==> src/design/amg_pkg.sv <==
// Constants, types and register map of the converter input control block
package amg_pkg;

   // ----------------------------------------------------------------
   // Register map (byte addresses, one 32-bit word each)
   // ----------------------------------------------------------------
   localparam logic [4:0] OFS_CTRL  = 5'h00;  // Converter control register
   localparam logic [4:0] OFS_CFG   = 5'h04;  // Converter config register
   localparam logic [4:0] OFS_CHSEL = 5'h08;  // Channel select register
   localparam logic [4:0] OFS_PAIR  = 5'h0c;  // Pair config register
   localparam logic [4:0] OFS_REF   = 5'h10;  // Reference control register
   localparam logic [4:0] OFS_STAT  = 5'h14;  // Read-only block status

   // ----------------------------------------------------------------
   // Field positions and widths
   // ----------------------------------------------------------------
   localparam int unsigned CTRL_EN_BIT  = 0;  // converter_enable_bit
   localparam int unsigned REF_BIAS_BIT = 0;  // bias_enable_bit
   localparam int unsigned GAIN_W       = 3;  // amp_gain_field width
   localparam int unsigned CH_W         = 4;  // Channel number width
   localparam int unsigned PAIRS        = 4;  // External input pairs
   localparam int unsigned GAIN_N       = 6;  // Selectable gains

   // ----------------------------------------------------------------
   // Values after reset
   // ----------------------------------------------------------------
   localparam logic              RST_EN     = 1'b0;
   localparam logic              RST_BIAS   = 1'b0;
   localparam logic [CH_W-1:0]   RST_CHSEL  = 4'h0;
   localparam logic [PAIRS-1:0]  RST_PAIR   = 4'h0;  // All single-ended
   localparam logic [GAIN_W-1:0] RST_GAIN   = 3'h0;  // Unity gain

   // ----------------------------------------------------------------
   // Channel and gain encodings
   // ----------------------------------------------------------------
   localparam logic [CH_W-1:0] CH_TEMP = 4'h8;  // Internal temperature sensor

   typedef enum logic [GAIN_W-1:0] {
      AMG_GAIN_X1   = 3'h0,
      AMG_GAIN_X2   = 3'h1,
      AMG_GAIN_X4   = 3'h2,
      AMG_GAIN_X8   = 3'h3,
      AMG_GAIN_X16  = 3'h4,
      AMG_GAIN_XP5  = 3'h5
   } amg_gain_t;

   // One-hot gain select: [0]=0.5 [1]=1 [2]=2 [3]=4 [4]=8 [5]=16
   localparam logic [GAIN_N-1:0] GAIN_OH_UNITY = 6'h02;

   // ----------------------------------------------------------------
   // Converter figures and sample pacing
   // ----------------------------------------------------------------
   localparam int unsigned SAR_BITS      = 12;     // Converter resolution
   localparam int unsigned CLK_PERIOD_NS = 20;     // 50 MHz system clock
   localparam int unsigned RATE_KSPS     = 100;    // Peak throughput
   localparam int unsigned SAMPLE_NS     = 1000000 / RATE_KSPS;
   // Shortest spacing rounds down; at least one cycle
   localparam int unsigned SAMPLE_CYC    = (SAMPLE_NS / CLK_PERIOD_NS < 1) ? 1 :
                                           SAMPLE_NS / CLK_PERIOD_NS;
   localparam int unsigned PACE_W        = 9;

endpackage

==> src/design/amg_route_if.sv <==
// Carrier between the register core and the multiplexer/gain decoder
`timescale 1ns/100ps
interface amg_route_if;
   import amg_pkg::*;

   logic [CH_W-1:0]   ch_sel;     // Channel select register value
   logic [PAIRS-1:0]  pair_cfg;   // Pair config register value
   logic [GAIN_W-1:0] gain_code;  // amp_gain_field value
   logic [CH_W-1:0]   pos_ch;     // Positive input routed to the amplifier
   logic [CH_W-1:0]   neg_ch;     // Negative input when differential
   logic              neg_gnd;    // Negative side tied to analog ground
   logic              diff;       // Differential pair in use
   logic              temp;       // Temperature sensor routed
   logic [GAIN_N-1:0] gain_oh;    // One-hot amplifier gain

   modport core (output ch_sel, pair_cfg, gain_code,
                 input  pos_ch, neg_ch, neg_gnd, diff, temp, gain_oh);
   modport dec  (input  ch_sel, pair_cfg, gain_code,
                 output pos_ch, neg_ch, neg_gnd, diff, temp, gain_oh);
endinterface

==> src/design/amg_route_dec.sv <==
// Decoder from channel, pair and gain settings to analog routing selects
`timescale 1ns/100ps
module amg_route_dec (
   amg_route_if.dec r
);
   import amg_pkg::*;

   // ----------------------------------------------------------------
   // Gain code to one-hot amplifier select
   // ----------------------------------------------------------------
   function automatic logic [GAIN_N-1:0] gain_onehot(input logic [GAIN_W-1:0] code);
      case (code)
         AMG_GAIN_XP5 : gain_onehot = 6'h01;
         AMG_GAIN_X1  : gain_onehot = 6'h02;
         AMG_GAIN_X2  : gain_onehot = 6'h04;
         AMG_GAIN_X4  : gain_onehot = 6'h08;
         AMG_GAIN_X8  : gain_onehot = 6'h10;
         AMG_GAIN_X16 : gain_onehot = 6'h20;
         default      : gain_onehot = GAIN_OH_UNITY;  // Spare codes act as unity
      endcase
   endfunction

   // ----------------------------------------------------------------
   // Routing decode
   // ----------------------------------------------------------------
   // Channels above the sensor fold onto the sensor so no code leaves
   // the amplifier input floating.
   always_comb begin
      logic is_temp;
      logic pair_diff;
      is_temp   = (r.ch_sel >= CH_TEMP);
      pair_diff = r.pair_cfg[r.ch_sel[2:1]];
      r.temp    = is_temp;
      r.diff    = !is_temp && pair_diff;
      if (is_temp) begin
         r.pos_ch  = CH_TEMP;
         r.neg_ch  = 4'h0;
         r.neg_gnd = 1'b1;
      end else if (pair_diff) begin
         // Either channel of a differential pair selects even(+), odd(-)
         r.pos_ch  = {r.ch_sel[3:1], 1'b0};
         r.neg_ch  = {r.ch_sel[3:1], 1'b1};
         r.neg_gnd = 1'b0;
      end else begin
         r.pos_ch  = r.ch_sel;
         r.neg_ch  = 4'h0;
         r.neg_gnd = 1'b1;
      end
      // Gain is the same whichever channel is routed
      r.gain_oh = gain_onehot(r.gain_code);
   end

endmodule // amg_route_dec

==> src/design/amg_top.sv <==
// Converter input multiplexer, gain and power control with Avalon-MM slave
// Operation
// - Converter, track-hold, amplifier run only when enabled.
// - Enable clear keeps subsystem in low-power shutdown.
// - Nine channels: eight external, one temperature sensor.
// - Gain applies equally to temperature sensor.
// - Each pair single-ended or differential, changeable anytime.
// - After reset all pairs single-ended.
// - Mux controlled by channel and pair registers.
// - Three-bit gain field selects 0.5 to 16.
// - Gain resets to unity.
// - Twelve-bit converter paced at 100 ksps maximum.
//
// The placing of the registers and the Avalon-MM slave port were left to the implementer.
`timescale 1ns/100ps
module amg_top (
   input  wire logic                         clk,                // System clock, 50 MHz
   input  wire logic                         rst_n,              // Async reset, active low
   input  wire logic [4:0]                   avs_address,        // Byte address
   input  wire logic                         avs_read,           // Read request
   input  wire logic                         avs_write,          // Write request
   input  wire logic [31:0]                  avs_writedata,      // Write data
   input  wire logic [3:0]                   avs_byteenable,     // Byte lanes
   output logic      [31:0]                  avs_readdata,       // Read data
   output logic                              avs_waitrequest,    // Stall
   output logic                              conv_enable,        // Converter powered
   output logic                              track_hold_enable,  // Track-hold powered
   output logic                              amp_enable,         // Amplifier powered
   output logic                              shutdown,           // Low-power shutdown
   output logic                              bias_on,            // Bias supplied
   output logic                              conv_ready,         // Enabled and biased
   output logic                              sample_tick,        // Paced sample slot
   output logic      [amg_pkg::CH_W-1:0]     mux_pos,            // Positive input select
   output logic      [amg_pkg::CH_W-1:0]     mux_neg,            // Negative input select
   output logic                              mux_neg_gnd,        // Negative side grounded
   output logic                              mux_diff,           // Differential routing
   output logic                              temp_sel,           // Sensor routed
   output logic      [amg_pkg::GAIN_N-1:0]   amp_gain_sel        // One-hot gain
);
   import amg_pkg::*;

   // ----------------------------------------------------------------
   // State
   // ----------------------------------------------------------------
   typedef struct packed {
      logic               waitrequest;  // Bus stall, high while idle
      logic [31:0]        readdata;     // Captured read word
      logic               ctrl_en;      // converter_enable_bit
      logic               bias_en;      // bias_enable_bit
      logic [GAIN_W-1:0]  gain_code;    // amp_gain_field
      logic [CH_W-1:0]    ch_sel;       // Channel select register
      logic [PAIRS-1:0]   pair_cfg;     // Pair config register
      logic [PACE_W-1:0]  pace_cnt;     // Sample slot counter
      logic               conv_en;      // Registered power outputs
      logic               th_en;
      logic               amp_en;
      logic               sdn;
      logic               bias;
      logic               ready;
      logic               tick;
      logic [CH_W-1:0]    pos;          // Registered routing outputs
      logic [CH_W-1:0]    neg;
      logic               neg_gnd;
      logic               diff;
      logic               temp;
      logic [GAIN_N-1:0]  gain_oh;
   } amg_state_t;

   localparam amg_state_t ST_RESET = '{
      waitrequest : 1'b1,
      readdata    : 32'h0000_0000,
      ctrl_en     : RST_EN,
      bias_en     : RST_BIAS,
      gain_code   : RST_GAIN,
      ch_sel      : RST_CHSEL,
      pair_cfg    : RST_PAIR,
      pace_cnt    : '0,
      conv_en     : 1'b0,
      th_en       : 1'b0,
      amp_en      : 1'b0,
      sdn         : 1'b1,
      bias        : 1'b0,
      ready       : 1'b0,
      tick        : 1'b0,
      pos         : RST_CHSEL,
      neg         : 4'h0,
      neg_gnd     : 1'b1,
      diff        : 1'b0,
      temp        : 1'b0,
      gain_oh     : GAIN_OH_UNITY
   };

   localparam logic [PACE_W-1:0] PACE_LAST = PACE_W'(SAMPLE_CYC - 1);

   amg_state_t st;        // Current state
   amg_state_t next_st;   // Next state
   logic [1:0] rst_sync;  // Reset release synchroniser
   logic       rst_q_n;   // Synchronised reset

   amg_route_if route ();  // Settings out, routing back

   // ----------------------------------------------------------------
   // Reset synchroniser
   // ----------------------------------------------------------------
   // Assert at once, release two edges later so no flop sees a
   // release that straddles a clock edge.
   always_ff @(posedge clk or negedge rst_n) begin
      if (!rst_n) begin
         rst_sync <= 2'b00;
      end else begin
         rst_sync <= {rst_sync[0], 1'b1};
      end
   end
   assign rst_q_n = rst_sync[1];

   // ----------------------------------------------------------------
   // Routing decoder
   // ----------------------------------------------------------------
   // Only these two registers and the gain field steer the mux
   assign route.ch_sel    = st.ch_sel;
   assign route.pair_cfg  = st.pair_cfg;
   assign route.gain_code = st.gain_code;

   amg_route_dec u_dec (
      .r (route.dec)
   );

   // ----------------------------------------------------------------
   // Register read decode
   // ----------------------------------------------------------------
   // Unmapped addresses read zero; reserved bits read zero
   function automatic logic [31:0] reg_read(input amg_state_t s, input logic [4:0] a);
      logic [31:0] d;
      d = 32'h0000_0000;
      case (a)
         OFS_CTRL  : d[CTRL_EN_BIT]  = s.ctrl_en;
         OFS_CFG   : d[GAIN_W-1:0]   = s.gain_code;
         OFS_CHSEL : d[CH_W-1:0]     = s.ch_sel;
         OFS_PAIR  : d[PAIRS-1:0]    = s.pair_cfg;
         OFS_REF   : d[REF_BIAS_BIT] = s.bias_en;
         OFS_STAT  : d = {10'h000, s.gain_oh, s.pos, s.neg, s.temp, s.diff,
                          s.neg_gnd, s.sdn, s.tick, s.ready, s.bias, s.conv_en};
         default   : d = 32'h0000_0000;
      endcase
      return d;
   endfunction

   // ----------------------------------------------------------------
   // Next state
   // ----------------------------------------------------------------
   always_comb begin
      logic req;
      logic wr_lane0;
      wr_lane0 = 1'b0;
      next_st  = st;
      req      = avs_read || avs_write;

      // Bus: stall one cycle, then answer with waitrequest low for one
      // cycle; the master completes on that edge.
      next_st.waitrequest = 1'b1;
      if (req && st.waitrequest) begin
         next_st.waitrequest = 1'b0;
         next_st.readdata    = reg_read(st, avs_address);
      end

      // Writes commit on the edge where the master sees waitrequest low.
      // Every field sits in byte lane 0, so only that lane matters.
      wr_lane0 = avs_write && !st.waitrequest && avs_byteenable[0];
      if (wr_lane0) begin
         case (avs_address)
            OFS_CTRL  : next_st.ctrl_en   = avs_writedata[CTRL_EN_BIT];
            OFS_CFG   : next_st.gain_code = avs_writedata[GAIN_W-1:0];
            OFS_CHSEL : next_st.ch_sel    = avs_writedata[CH_W-1:0];
            // Pair modes may change while converting
            OFS_PAIR  : next_st.pair_cfg  = avs_writedata[PAIRS-1:0];
            OFS_REF   : next_st.bias_en   = avs_writedata[REF_BIAS_BIT];
            default   : next_st.ctrl_en   = st.ctrl_en;  // Status and holes ignore writes
         endcase
      end

      // Converter, track-hold and amplifier power follow the enable bit alone; bias follows bias_enable_bit
      next_st.conv_en = st.ctrl_en;
      next_st.th_en   = st.ctrl_en;
      next_st.amp_en  = st.ctrl_en;
      next_st.sdn     = !st.ctrl_en;
      next_st.bias    = st.bias_en;
      // Without bias the converter cannot run, so it is never ready
      next_st.ready   = st.ctrl_en && st.bias_en;

      // Sample slots no closer than the peak conversion rate allows
      next_st.tick = 1'b0;
      if (!st.ready) begin
         next_st.pace_cnt = '0;
      end else if (st.pace_cnt == PACE_LAST) begin
         next_st.pace_cnt = '0;
         next_st.tick     = 1'b1;
      end else begin
         next_st.pace_cnt = st.pace_cnt + 1'b1;
      end

      // Routing registered so every output comes from a flop
      next_st.pos     = route.pos_ch;
      next_st.neg     = route.neg_ch;
      next_st.neg_gnd = route.neg_gnd;
      next_st.diff    = route.diff;
      next_st.temp    = route.temp;
      next_st.gain_oh = route.gain_oh;
   end

   // ----------------------------------------------------------------
   // State register
   // ----------------------------------------------------------------
   // Reset puts pairs single-ended and gain at unity
   always_ff @(posedge clk or negedge rst_q_n) begin
      if (!rst_q_n) begin
         st <= ST_RESET;
      end else begin
         st <= next_st;
      end
   end

   // ----------------------------------------------------------------
   // Outputs
   // ----------------------------------------------------------------
   assign avs_readdata      = st.readdata;
   assign avs_waitrequest   = st.waitrequest;
   assign conv_enable       = st.conv_en;
   assign track_hold_enable = st.th_en;
   assign amp_enable        = st.amp_en;
   assign shutdown          = st.sdn;
   assign bias_on           = st.bias;
   assign conv_ready        = st.ready;
   assign sample_tick       = st.tick;
   assign mux_pos           = st.pos;
   assign mux_neg           = st.neg;
   assign mux_neg_gnd       = st.neg_gnd;
   assign mux_diff          = st.diff;
   assign temp_sel          = st.temp;
   assign amp_gain_sel      = st.gain_oh;

endmodule // amg_top

==> config.mk <==
export PLATFORM = sky130hd
export DESIGN_NAME = amg_top
export DESIGN_NICKNAME = d
export VERILOG_FILES = /design/src/design/amg_pkg.sv /design/src/design/amg_route_if.sv /design/src/design/amg_route_dec.sv /design/src/design/amg_top.sv
export SDC_FILE = /design/constraint.sdc
export NUM_CORES = 1
export LEC_CHECK = 0
export ABC_CLOCK_PERIOD_IN_PS = 3550
export CORE_MARGIN = 2
export CORE_UTILIZATION = 35
export CTS_CLUSTER_SIZE = 40
export DETAILED_ROUTE_END_ITERATION = 7
export DONT_BUFFER_PORTS = 1
export SLEW_MARGIN = 20
export SYNTH_ARGS = -nofsm -noshare
export SYNTH_HDL_FRONTEND = slang
export SYNTH_HIERARCHICAL = 1
export SYNTH_SLANG_ARGS = --single-unit
==> constraint.sdc <==
create_clock -name clk -period 3.55 [get_ports clk]
set_input_delay 0.1775 -clock clk [delete_from_list [all_inputs] [get_ports clk]]
set_output_delay 0.1775 -clock clk [all_outputs]
set_load 0.02 [all_outputs]
# Yosys cells after proc, flatten, opt, wreduce, memory -nomap -nowiden
# Index checks and enable logic that the tools add are counted.
# W data, S select, Z words.
# word_totals
register_bits,79
inputBits,45
out_inout_bits,57
elab_cells,67
# classes
n_addsub,1
n_lt_le_gt_ge,2
n_eq_ne,11
muxes,18
reduce_logical,15
# op_table
cell,n
$mux W33,1
$pmux W6 S5,1
$mux W18,1
$mux W9,2
$mux W4,3
$eq A5 B4 Y1 const B,2
$eq A5 B5 Y1 const B,2
$reduce_and A2 Y1,5
$add A9 B1 Y9 const B,1
$eq A9 B9 Y1 const B,1
$pmux W2 S4,1
$eq A3 B2 Y1 const B,2
$eq A3 B3 Y1 const B,2
$mux W1,6
$pmux W1 S6,1
$eq A5 B3 Y1 const B,1
$logic_and A1 B1 Y1,5
$logic_not A5 Y1,1
$ge A4 B4 Y1 const B,1
$eq A3 B1 Y1 const B,1
$logic_not A1 Y1,3
$lt A2 B3 Y1 const B,1
$pmux W1 S3,1
$bmux W1 S2,1
$logic_or A1 B1 Y1,1

# Depth between registers and ports, before layout
# Gate-level depths: netlist of run 1.
# depth
ltp_word,4
ltp_mapped,5
ltp_nobuf,5

# Hierarchy
# The synthesis of run 1 kept the hierarchy.
# by_module_without_submodules
module,n_inst,cells_each,area_each_um2
amg_top,1,235,2941.6
amg_route_dec,1,22,171.4

# Worst setup path after synthesis of run 1
# Ideal clock, no wire load.
# synth_timing
path_type,flip-flop to flip-flop
startpoint,register st (netlist bit avs_waitrequest)
endpoint,register st (netlist bit route.pair_cfg[0])
arrival_time_ns,1.376
slack_ns,2.049
path_stages_with_launch,5
path_buffers,0
synth_period_minus_slack_ns,1.501
cell_sequence,dfstp_2 nor2b_2 nand4_1 or3b_4 mux2_4
# synth_via
elab_chain_len,4
# synth_rtl
item,line_no,source
start: declaration,amg_top.sv:95,amg_state_t st;
start signal: assignment,amg_top.sv:218,st <= next_st;
$logic_not A1 Y1,amg_top.sv:168,wr_lane0 = avs_write && !st.waitrequest && avs_byteenable[0];
$logic_and A1 B1 Y1 (2 in a row),amg_top.sv:168,
$reduce_and A2 Y1 (no line),--,
# No other way between the ends.
# A chain may end at the register's enable or synchronous reset.

# Worst setup path in the final report of run 1
# layout_timing
startpoint,register st (netlist bit avs_waitrequest)
endpoint,register st (netlist bit avs_readdata[20])
# layout_via
elab_chain_len,1
# layout_rtl
item,line_no,source
$logic_and A1 B1 Y1,amg_top.sv:161,if (req && st.waitrequest) begin
# No other way between the ends.

==> results of run 1 <==
## worst paths after layout
kind / depth (start not counted) / from / slack, ns / endpoint
max in group asynchronous: 1 / rst_sync[1] / 2.39 / temp_sel
min in group asynchronous: 1 / rst_n / 0.07 / rst_sync[0]
min: 3 / avs_address[0] / 0.06 / avs_readdata[0]
min reg2reg: 0 / rst_sync[1] / 0.20 / avs_readdata[16]
max: 3 / avs_waitrequest / 1.67 / avs_readdata[20]
max reg2reg: 3 / avs_waitrequest / 1.67 / avs_readdata[20]
## where the power goes
group	total, mW	leakage (nW)	internal [mW]	switching, mW
Sequential	0.898	0.934	0.826	0.0723
Clock	0.878	0.140	0.579	0.299
Combinational	0.0862	0.412	0.0361	0.0500
Total	1.86	1.49	1.44	0.421
## cell usage in the layout (no fill, tap or decap), types with 3 or more instances in the layout
master                          Yosys  layout
sky130_fd_sc_hd__mux2_1             8       8
sky130_fd_sc_hd__dlygate4sd3_1      0       5
sky130_fd_sc_hd__conb_1             3      12
sky130_fd_sc_hd__xor2_1             3       3
sky130_fd_sc_hd__mux2i_1            7       7
sky130_fd_sc_hd__a22o_1            18      18
sky130_fd_sc_hd__nor3_1             3       3
sky130_fd_sc_hd__bufinv_16          0       4
sky130_fd_sc_hd__nor2b_1            7       7
sky130_fd_sc_hd__a21oi_1            3       3
sky130_fd_sc_hd__mux2_4             4       4
sky130_fd_sc_hd__nand2_1            9       9
sky130_fd_sc_hd__nor2_1            13      13
sky130_fd_sc_hd__o21ai_0            5       5
sky130_fd_sc_hd__dfrtp_1           65      64
sky130_fd_sc_hd__nor3b_1            3       3
sky130_fd_sc_hd__dfstp_2            4       4
sky130_fd_sc_hd__clkbuf_8           0      11
sky130_fd_sc_hd__nand3_1            6       6
## through the flow
step	setup slack, ns	hold slack (ns)
finish	1.67	0.0591
global route	1.53	0.0462
CTS	1.62	0.0436
detailed placement	1.64	-0.118
global placement	1.71	-0.118
floorplan	1.49	-0.118
## final cells by class
type,instances,area [sq um],share of cell area [%]
clock buffers,11,151,4.71
repair buffers,6,57.6,1.79
multi-input cells,136,1000,31.1
diodes,1,2.50,0.0778
flip-flops and latches,69,1730,53.9
clock inverters,5,129,4.01
well taps,108,135,4.20
inverters,2,7.51,0.233
## cells by family (layout without fill, tap and decap cells)
family / count (synthesis) / in the layout / share of synthesized area [%]
AOI/OAI and AO/OA: 36 / 36 / 8.88
xor gates and xnor gates: 5 / 5 / 1.41
adders and majority gates: 1 / 1 / 0.402
buffers and inverters: 61 / 24 / 13.7
DFF: 69 / 69 / 55.6
muxes: 21 / 21 / 8.16
other: 3 / 13 / 0.362
and+or+nand+nor: 61 / 61 / 11.5
## routing by layer
layer | wire length (um) | GRT usage, %
met1 | 2310 | 14.5
met5 | 0 | 0
met2 | 2660 | 18.9
met3 | 373 | 5.15
met4 | 75 | 5.06
## worst reg2reg max path: cells and delay by family, from the launching register on
| family | cells | cell delay (ns) |
|---|---|---|
| simple gates | 1 | 0.68 |
| flops | 1 | 0.65 |
| compound gates | 2 | 0.49 |
## registers in the layout, indices dropped and copies added, names as in the netlist
name             flops
mux_diff             1
sample_tick          1
amp_enable           1
mux_neg              4
avs_readdata        22
route.gain_code      3
next_st              2
bias_on              1
rst_sync             2
st                   9
mux_neg_gnd          1
temp_sel             1
mux_pos              4
amp_gain_sel         6
avs_waitrequest      1
conv_ready           1
route.pair_cfg       4
route.ch_sel         4
shutdown             1
## repair_timing
item / CTS / global route
hold buffers: 5 / 0
hold endpoints to repair: 15 / 0
endpoints found under the setup margin: 0 / 0
buffers inserted: 0 / 0
==> reports/results.ini, run 1 <==
[clocking]
clk_transition_reported_paths_ns = 0.07
cts-htree-levels = 3
tritoncts = built
cts-buffers-inserted = 9
cts_repair_resize_count = 0
cts.sink_count = 69
worst_skew_pair.late_latency_ns = 0.34
clock_path_buffers = 2
cts_root_buffer = sky130_fd_sc_hd__clkbuf_8

[worst_setup_path]
worstPathBufferInverterCount = 0
timing.critical_path.cells = o2111ai_1 > nor2_2 > a22o_1
critical_path.startpoint_type = flop
endpoint_kind = flop
worstSetupPathType = flop to flop
worst-path-max-fanout = 18
critical-path-max-stage-delay_ns = 0.68
cp.arrival_ns = 2.14
critical-path-slowest-cell = sky130_fd_sc_hd__nor2_2
critPathRequiredTime_ns = 3.81
critPathTopFamily = simple AND/OR/NAND/NOR gates

[layout]
layoutNonFillerInstCount = 338
finish.utilization_pct = 37.1
nFillCells = 854
finalInstanceArea_sq_mm = 0.00322
finalNetCount = 270
area.growth.synth_to_final_pct = 3.30
final_layout_size_suffix_gt1_share_pct = 14.8

[place]
place.detailed.instances = 316
place_hpwl_um = 3780
routabilityCongestion = 0.804
io_buffers = 0
placement.cell_area_sq_mm = 0.00288

[timing]
post-route-period-util_pct = 52.9
worstMarginPinSlew_ns = 0.808
max_freq_mhz = 533
slew_headroom_pct = 46.1
max_slew_vio_count = 0
finalSetupViolCount = 0
rsz0062_at_grt = false
setup-tns-final_ns = 0
min_tclk_post_route_ns = 1.88
hold_violations = 0
finalClockSkew_ns = 0.0102

[synth]
synth-edff-count = 0
synth_largest_type_area_fraction_pct = 52.3
ys_ff_latch = 69
postSynth.asyncResetShare_pct = 100
post_synth_num_cell_types = 47
synth-warning-count = 6
synth.yosys.seq_area_share_pct = 55.6
netlist.top_cell.by_area = sky130_fd_sc_hd__dfrtp_1
synthFlopType = sky130_fd_sc_hd__dfrtp_1
synth_most_common_cell = sky130_fd_sc_hd__dfrtp_1
synthesis.area_per_instance_sq_um = 12.1
yosys-top-cells-count = sky130_fd_sc_hd__dfrtp_1, sky130_fd_sc_hd__buf_4, sky130_fd_sc_hd__a22o_1, sky130_fd_sc_hd__nor2_1, sky130_fd_sc_hd__nand2_1
syn-instance-count = 257
synthesis.area_sq_mm = 0.00311
netlist_top_cells_area = sky130_fd_sc_hd__dfrtp_1, sky130_fd_sc_hd__buf_4, sky130_fd_sc_hd__a22o_1, sky130_fd_sc_hd__dfstp_2, sky130_fd_sc_hd__mux2_1

[run]
max_cap_violations = 0

[global_routing]
global_route.usage.total_pct = 12.0
vias_in_the_first_global_route = 1666
grt_pass1_wl_um = 9160
largest_net_degree_at_the_start_of_global_routing = 50
global_route.overflow_total = 0
grt_antenna_before_repair = 1

[power_and_ir_drop]
peakVddDrop_mv = 0.180
powerDensity_mw_per_mm2 = 579
total_power_mw = 1.86
power_leakage_nw = 1.49

[drt]
finalWirelength_um = 5430
drcViolationCount = 0
ant_nets = 0
via_count = 1631
drt-initial-drc-count = 73
first_pass_iters = 4
routed_wire_length_per_instance_um = 16.1
detail_route.vias_per_cell = 4.83

[floorplan]
ioPinCount = 102
start_util_pct = 35.9
rows = 34
die_y_um = 98.3
die-width_um = 98.3
floorplan.die_area_sq_mm = 0.00966
coreArea_sq_mm = 0.00868

[hold_path]
hold_path.class = primary input to flop

[outcome]
run_status = completed

No activity file was read; power rests on OpenSTA's default activity.
==> run 2: changes to the inputs <==
ABC_CLOCK_PERIOD_IN_PS = 1700   (was 3550)
clock period = 1.7 ns   (was 3.55 ns; I/O delays follow)
==> run 2 against run 1 <==
Compared with the run above:
- the flow now finishes with violations (hold timing)
- clock power grew 49%
- critical path depth grew 1
- hold slack lost 0.072 ns
- clock-buffer cell count grew 3
- clock skew shrank 0.0015 ns
- total power grew 82%
- register-to-register slack lost 1.5 ns
- first-iteration DRC count shrank 5.5%
- core utilization grew 0.52 points
- cell area grew 1.4%
- largest power group unchanged
==> reports/results.ini, run 2 (same netlist as run 1, synthesis figures left out) <==
[worst_setup_path]
ff2ff_setup_slack_ns = 0.15  ; -1.52 ns
critPathTopFamily = simple AND/OR/NAND/NOR gates
worstSetupPathType = flop to flop
cp.arrival_ns = 1.76  ; -0.38 ns
critical_path.startpoint_type = flop
r2r-start = avs_waitrequest
worstPathBufferInverterCount = 0  ; unchanged
worst_r2r_endpoint = route.pair_cfg[0]
crit_start = avs_waitrequest
worst-path-max-fanout = 4  ; -14
critPathRequiredTime_ns = 1.91  ; -1.90 ns
timing.critical_path.cells = nor2b_2 > nand4_1 > or3b_4 > mux2_4
r2r.worst_path.cells = 4  ; +1
endpoint_kind = flop
critical-path-max-stage-delay_ns = 0.46  ; -0.22 ns
critical-path-slowest-cell = sky130_fd_sc_hd__or3b_4

[power_and_ir_drop]
power_leakage_nw = 1.51  ; +1.3%
powerDensity_mw_per_mm2 = 1040  ; +80%
peakVddDrop_mv = 0.326  ; +81%
total_power_mw = 3.39  ; +82%

[layout]
nFillCells = 853  ; -0.12%
leading_cell_type_in_the_layout_fill_and_taps_excluded = sky130_fd_sc_hd__dfrtp_1
most_used_cells_in_the_layout_excluding_fill_and_tap_cells = sky130_fd_sc_hd__dfrtp_1, sky130_fd_sc_hd__a22o_1, sky130_fd_sc_hd__nor2_1
antenna_cells = 0  ; -1
finish.utilization_pct = 37.6  ; +0.52 points
finalNetCount = 281  ; +4.1%
largest_reg_flops = 22  ; unchanged
final_layout_size_suffix_gt1_share_pct = 14.6  ; -0.20 points
area.growth.synth_to_final_pct = 4.74
layoutNonFillerInstCount = 347  ; +2.7%

[clocking]
clock_path_buffers = 2  ; unchanged
worst_skew_pair.late_latency_ns = 0.33  ; about the same
clk_transition_reported_paths_ns = 0.07  ; about the same
tritoncts = built
cts-buffers-inserted = 9  ; unchanged
cts-htree-levels = 3  ; unchanged
cts_root_buffer = sky130_fd_sc_hd__clkbuf_8
cts_repair_resize_count = 0  ; unchanged
cts.sink_count = 69  ; unchanged

[place]
io_buffers = 0  ; unchanged
place.detailed.instances = 321  ; +1.6%
place_hpwl_um = 3690  ; -2.4%
routabilityCongestion = 0.821  ; +2.2%

[drt]
drt-initial-drc-count = 69  ; -5.5%
ant_nets = 0  ; unchanged
routed_wire_length_per_instance_um = 15.2  ; -5.1%
detail_route.vias_per_cell = 4.80  ; -0.44%
via_count = 1667  ; +2.2%
finalWirelength_um = 5290  ; -2.5%
drcViolationCount = 0  ; unchanged
first_pass_iters = 4  ; unchanged

[timing]
finalSetupViolCount = 0  ; unchanged
max_freq_mhz = 646  ; +21%
hold_violations = 1  ; +1
finalClockSkew_ns = 0.00868  ; -0.00150 ns
slew_headroom_pct = 53.7  ; +7.6 points
min_tclk_post_route_ns = 1.55  ; -0.328 ns
post-route-period-util_pct = 91.1  ; +38 points
setup-tns-final_ns = 0  ; unchanged
rsz0062_at_grt = false
max_slew_vio_count = 0  ; unchanged
worstMarginPinSlew_ns = 0.692  ; -0.116 ns
final.hold.worst_slack_ns = -0.0129  ; -0.0720 ns

[floorplan]
coreArea_sq_mm = 0.00868  ; unchanged
rows = 34  ; unchanged
start_util_pct = 35.9  ; unchanged
die-width_um = 98.3  ; unchanged
die_y_um = 98.3  ; unchanged
floorplan.die_area_sq_mm = 0.00966  ; unchanged
ioPinCount = 102  ; unchanged

[outcome]
run_status = finished with violations
violations = hold timing

[global_routing]
grt_pass1_wl_um = 8910  ; -2.8%
global_route.usage.total_pct = 11.6  ; -0.39 points
largest_net_degree_at_the_start_of_global_routing = 33  ; -34%
vias_in_the_first_global_route = 1705  ; +2.3%
grt_antenna_before_repair = 0  ; -1
global_route.overflow_total = 0  ; unchanged

[hold_path]
hold_path.class = primary input to flop
min_path_cells = 1  ; -2
hold-path-endpoint = avs_waitrequest
holdCritStartpoint = avs_write

[run]
max_cap_violations = 0  ; unchanged

[run 2: power by group]
group	total, mW	internal [mW]	switching [mW]	leakage, nW
Sequential	1.86	1.73	0.132	0.934
Combinational	0.227	0.0997	0.128	0.475
Clock	1.31	0.753	0.553	0.0968
[run 2: per-stage QoR]
| stage | setup WS, ns | instance area, sq um |
|---|---|---|
| after floorplan | 0.199 | 3150 |
| after global placement | 0.154 | 2950 |
| after detailed placement | 0.165 | 2950 |
| after CTS | 0.141 | 3240 |
| after global routing | 0.0526 | 3260 |
| final | 0.151 | 3260 |
[run 2: layout make-up]
class	count	area [sq um]	share of cell area, %
multi-input cells	136	1000	30.7
clock inverters	1	30.0	0.921
clock buffers	14	163	4.99
repair buffers	17	193	5.91
flip-flops and latches	69	1730	53.1
well taps	108	135	4.14
inverters	2	7.51	0.230
[run 2: how the worst max path moves through the flow]
stage	to	slack, ns	depth (start not counted)
after global placement	route.pair_cfg[0]	0.15	4
after CTS	route.pair_cfg[0]	0.14	4
final	route.pair_cfg[0]	0.15	4
after global routing	st[32]	0.05	5
after detailed placement	route.pair_cfg[0]	0.17	4
after floorplan	route.pair_cfg[0]	0.20	4
[run 2: metal layers]
| metal | global-route usage, % | share of wire, % | up-vias |
|---|---|---|---|
| met5 | 0 | 0 | - |
| met4 | 4.11 | 1.4 | 0 |
| met3 | 5.15 | 7.2 | 8 |
| met2 | 18.3 | 49 | 40 |
| met1 | 14.2 | 43 | 837 |
| li1 | - | - | 782 |
[run 2: timing repair]
action | 4_1_cts | 5_1_grt
buffers inserted | 0 | 0
endpoints found under the setup margin | 0 | 0
endpoints found under the hold margin | 17 | 1
hold buffers | 10 | 1
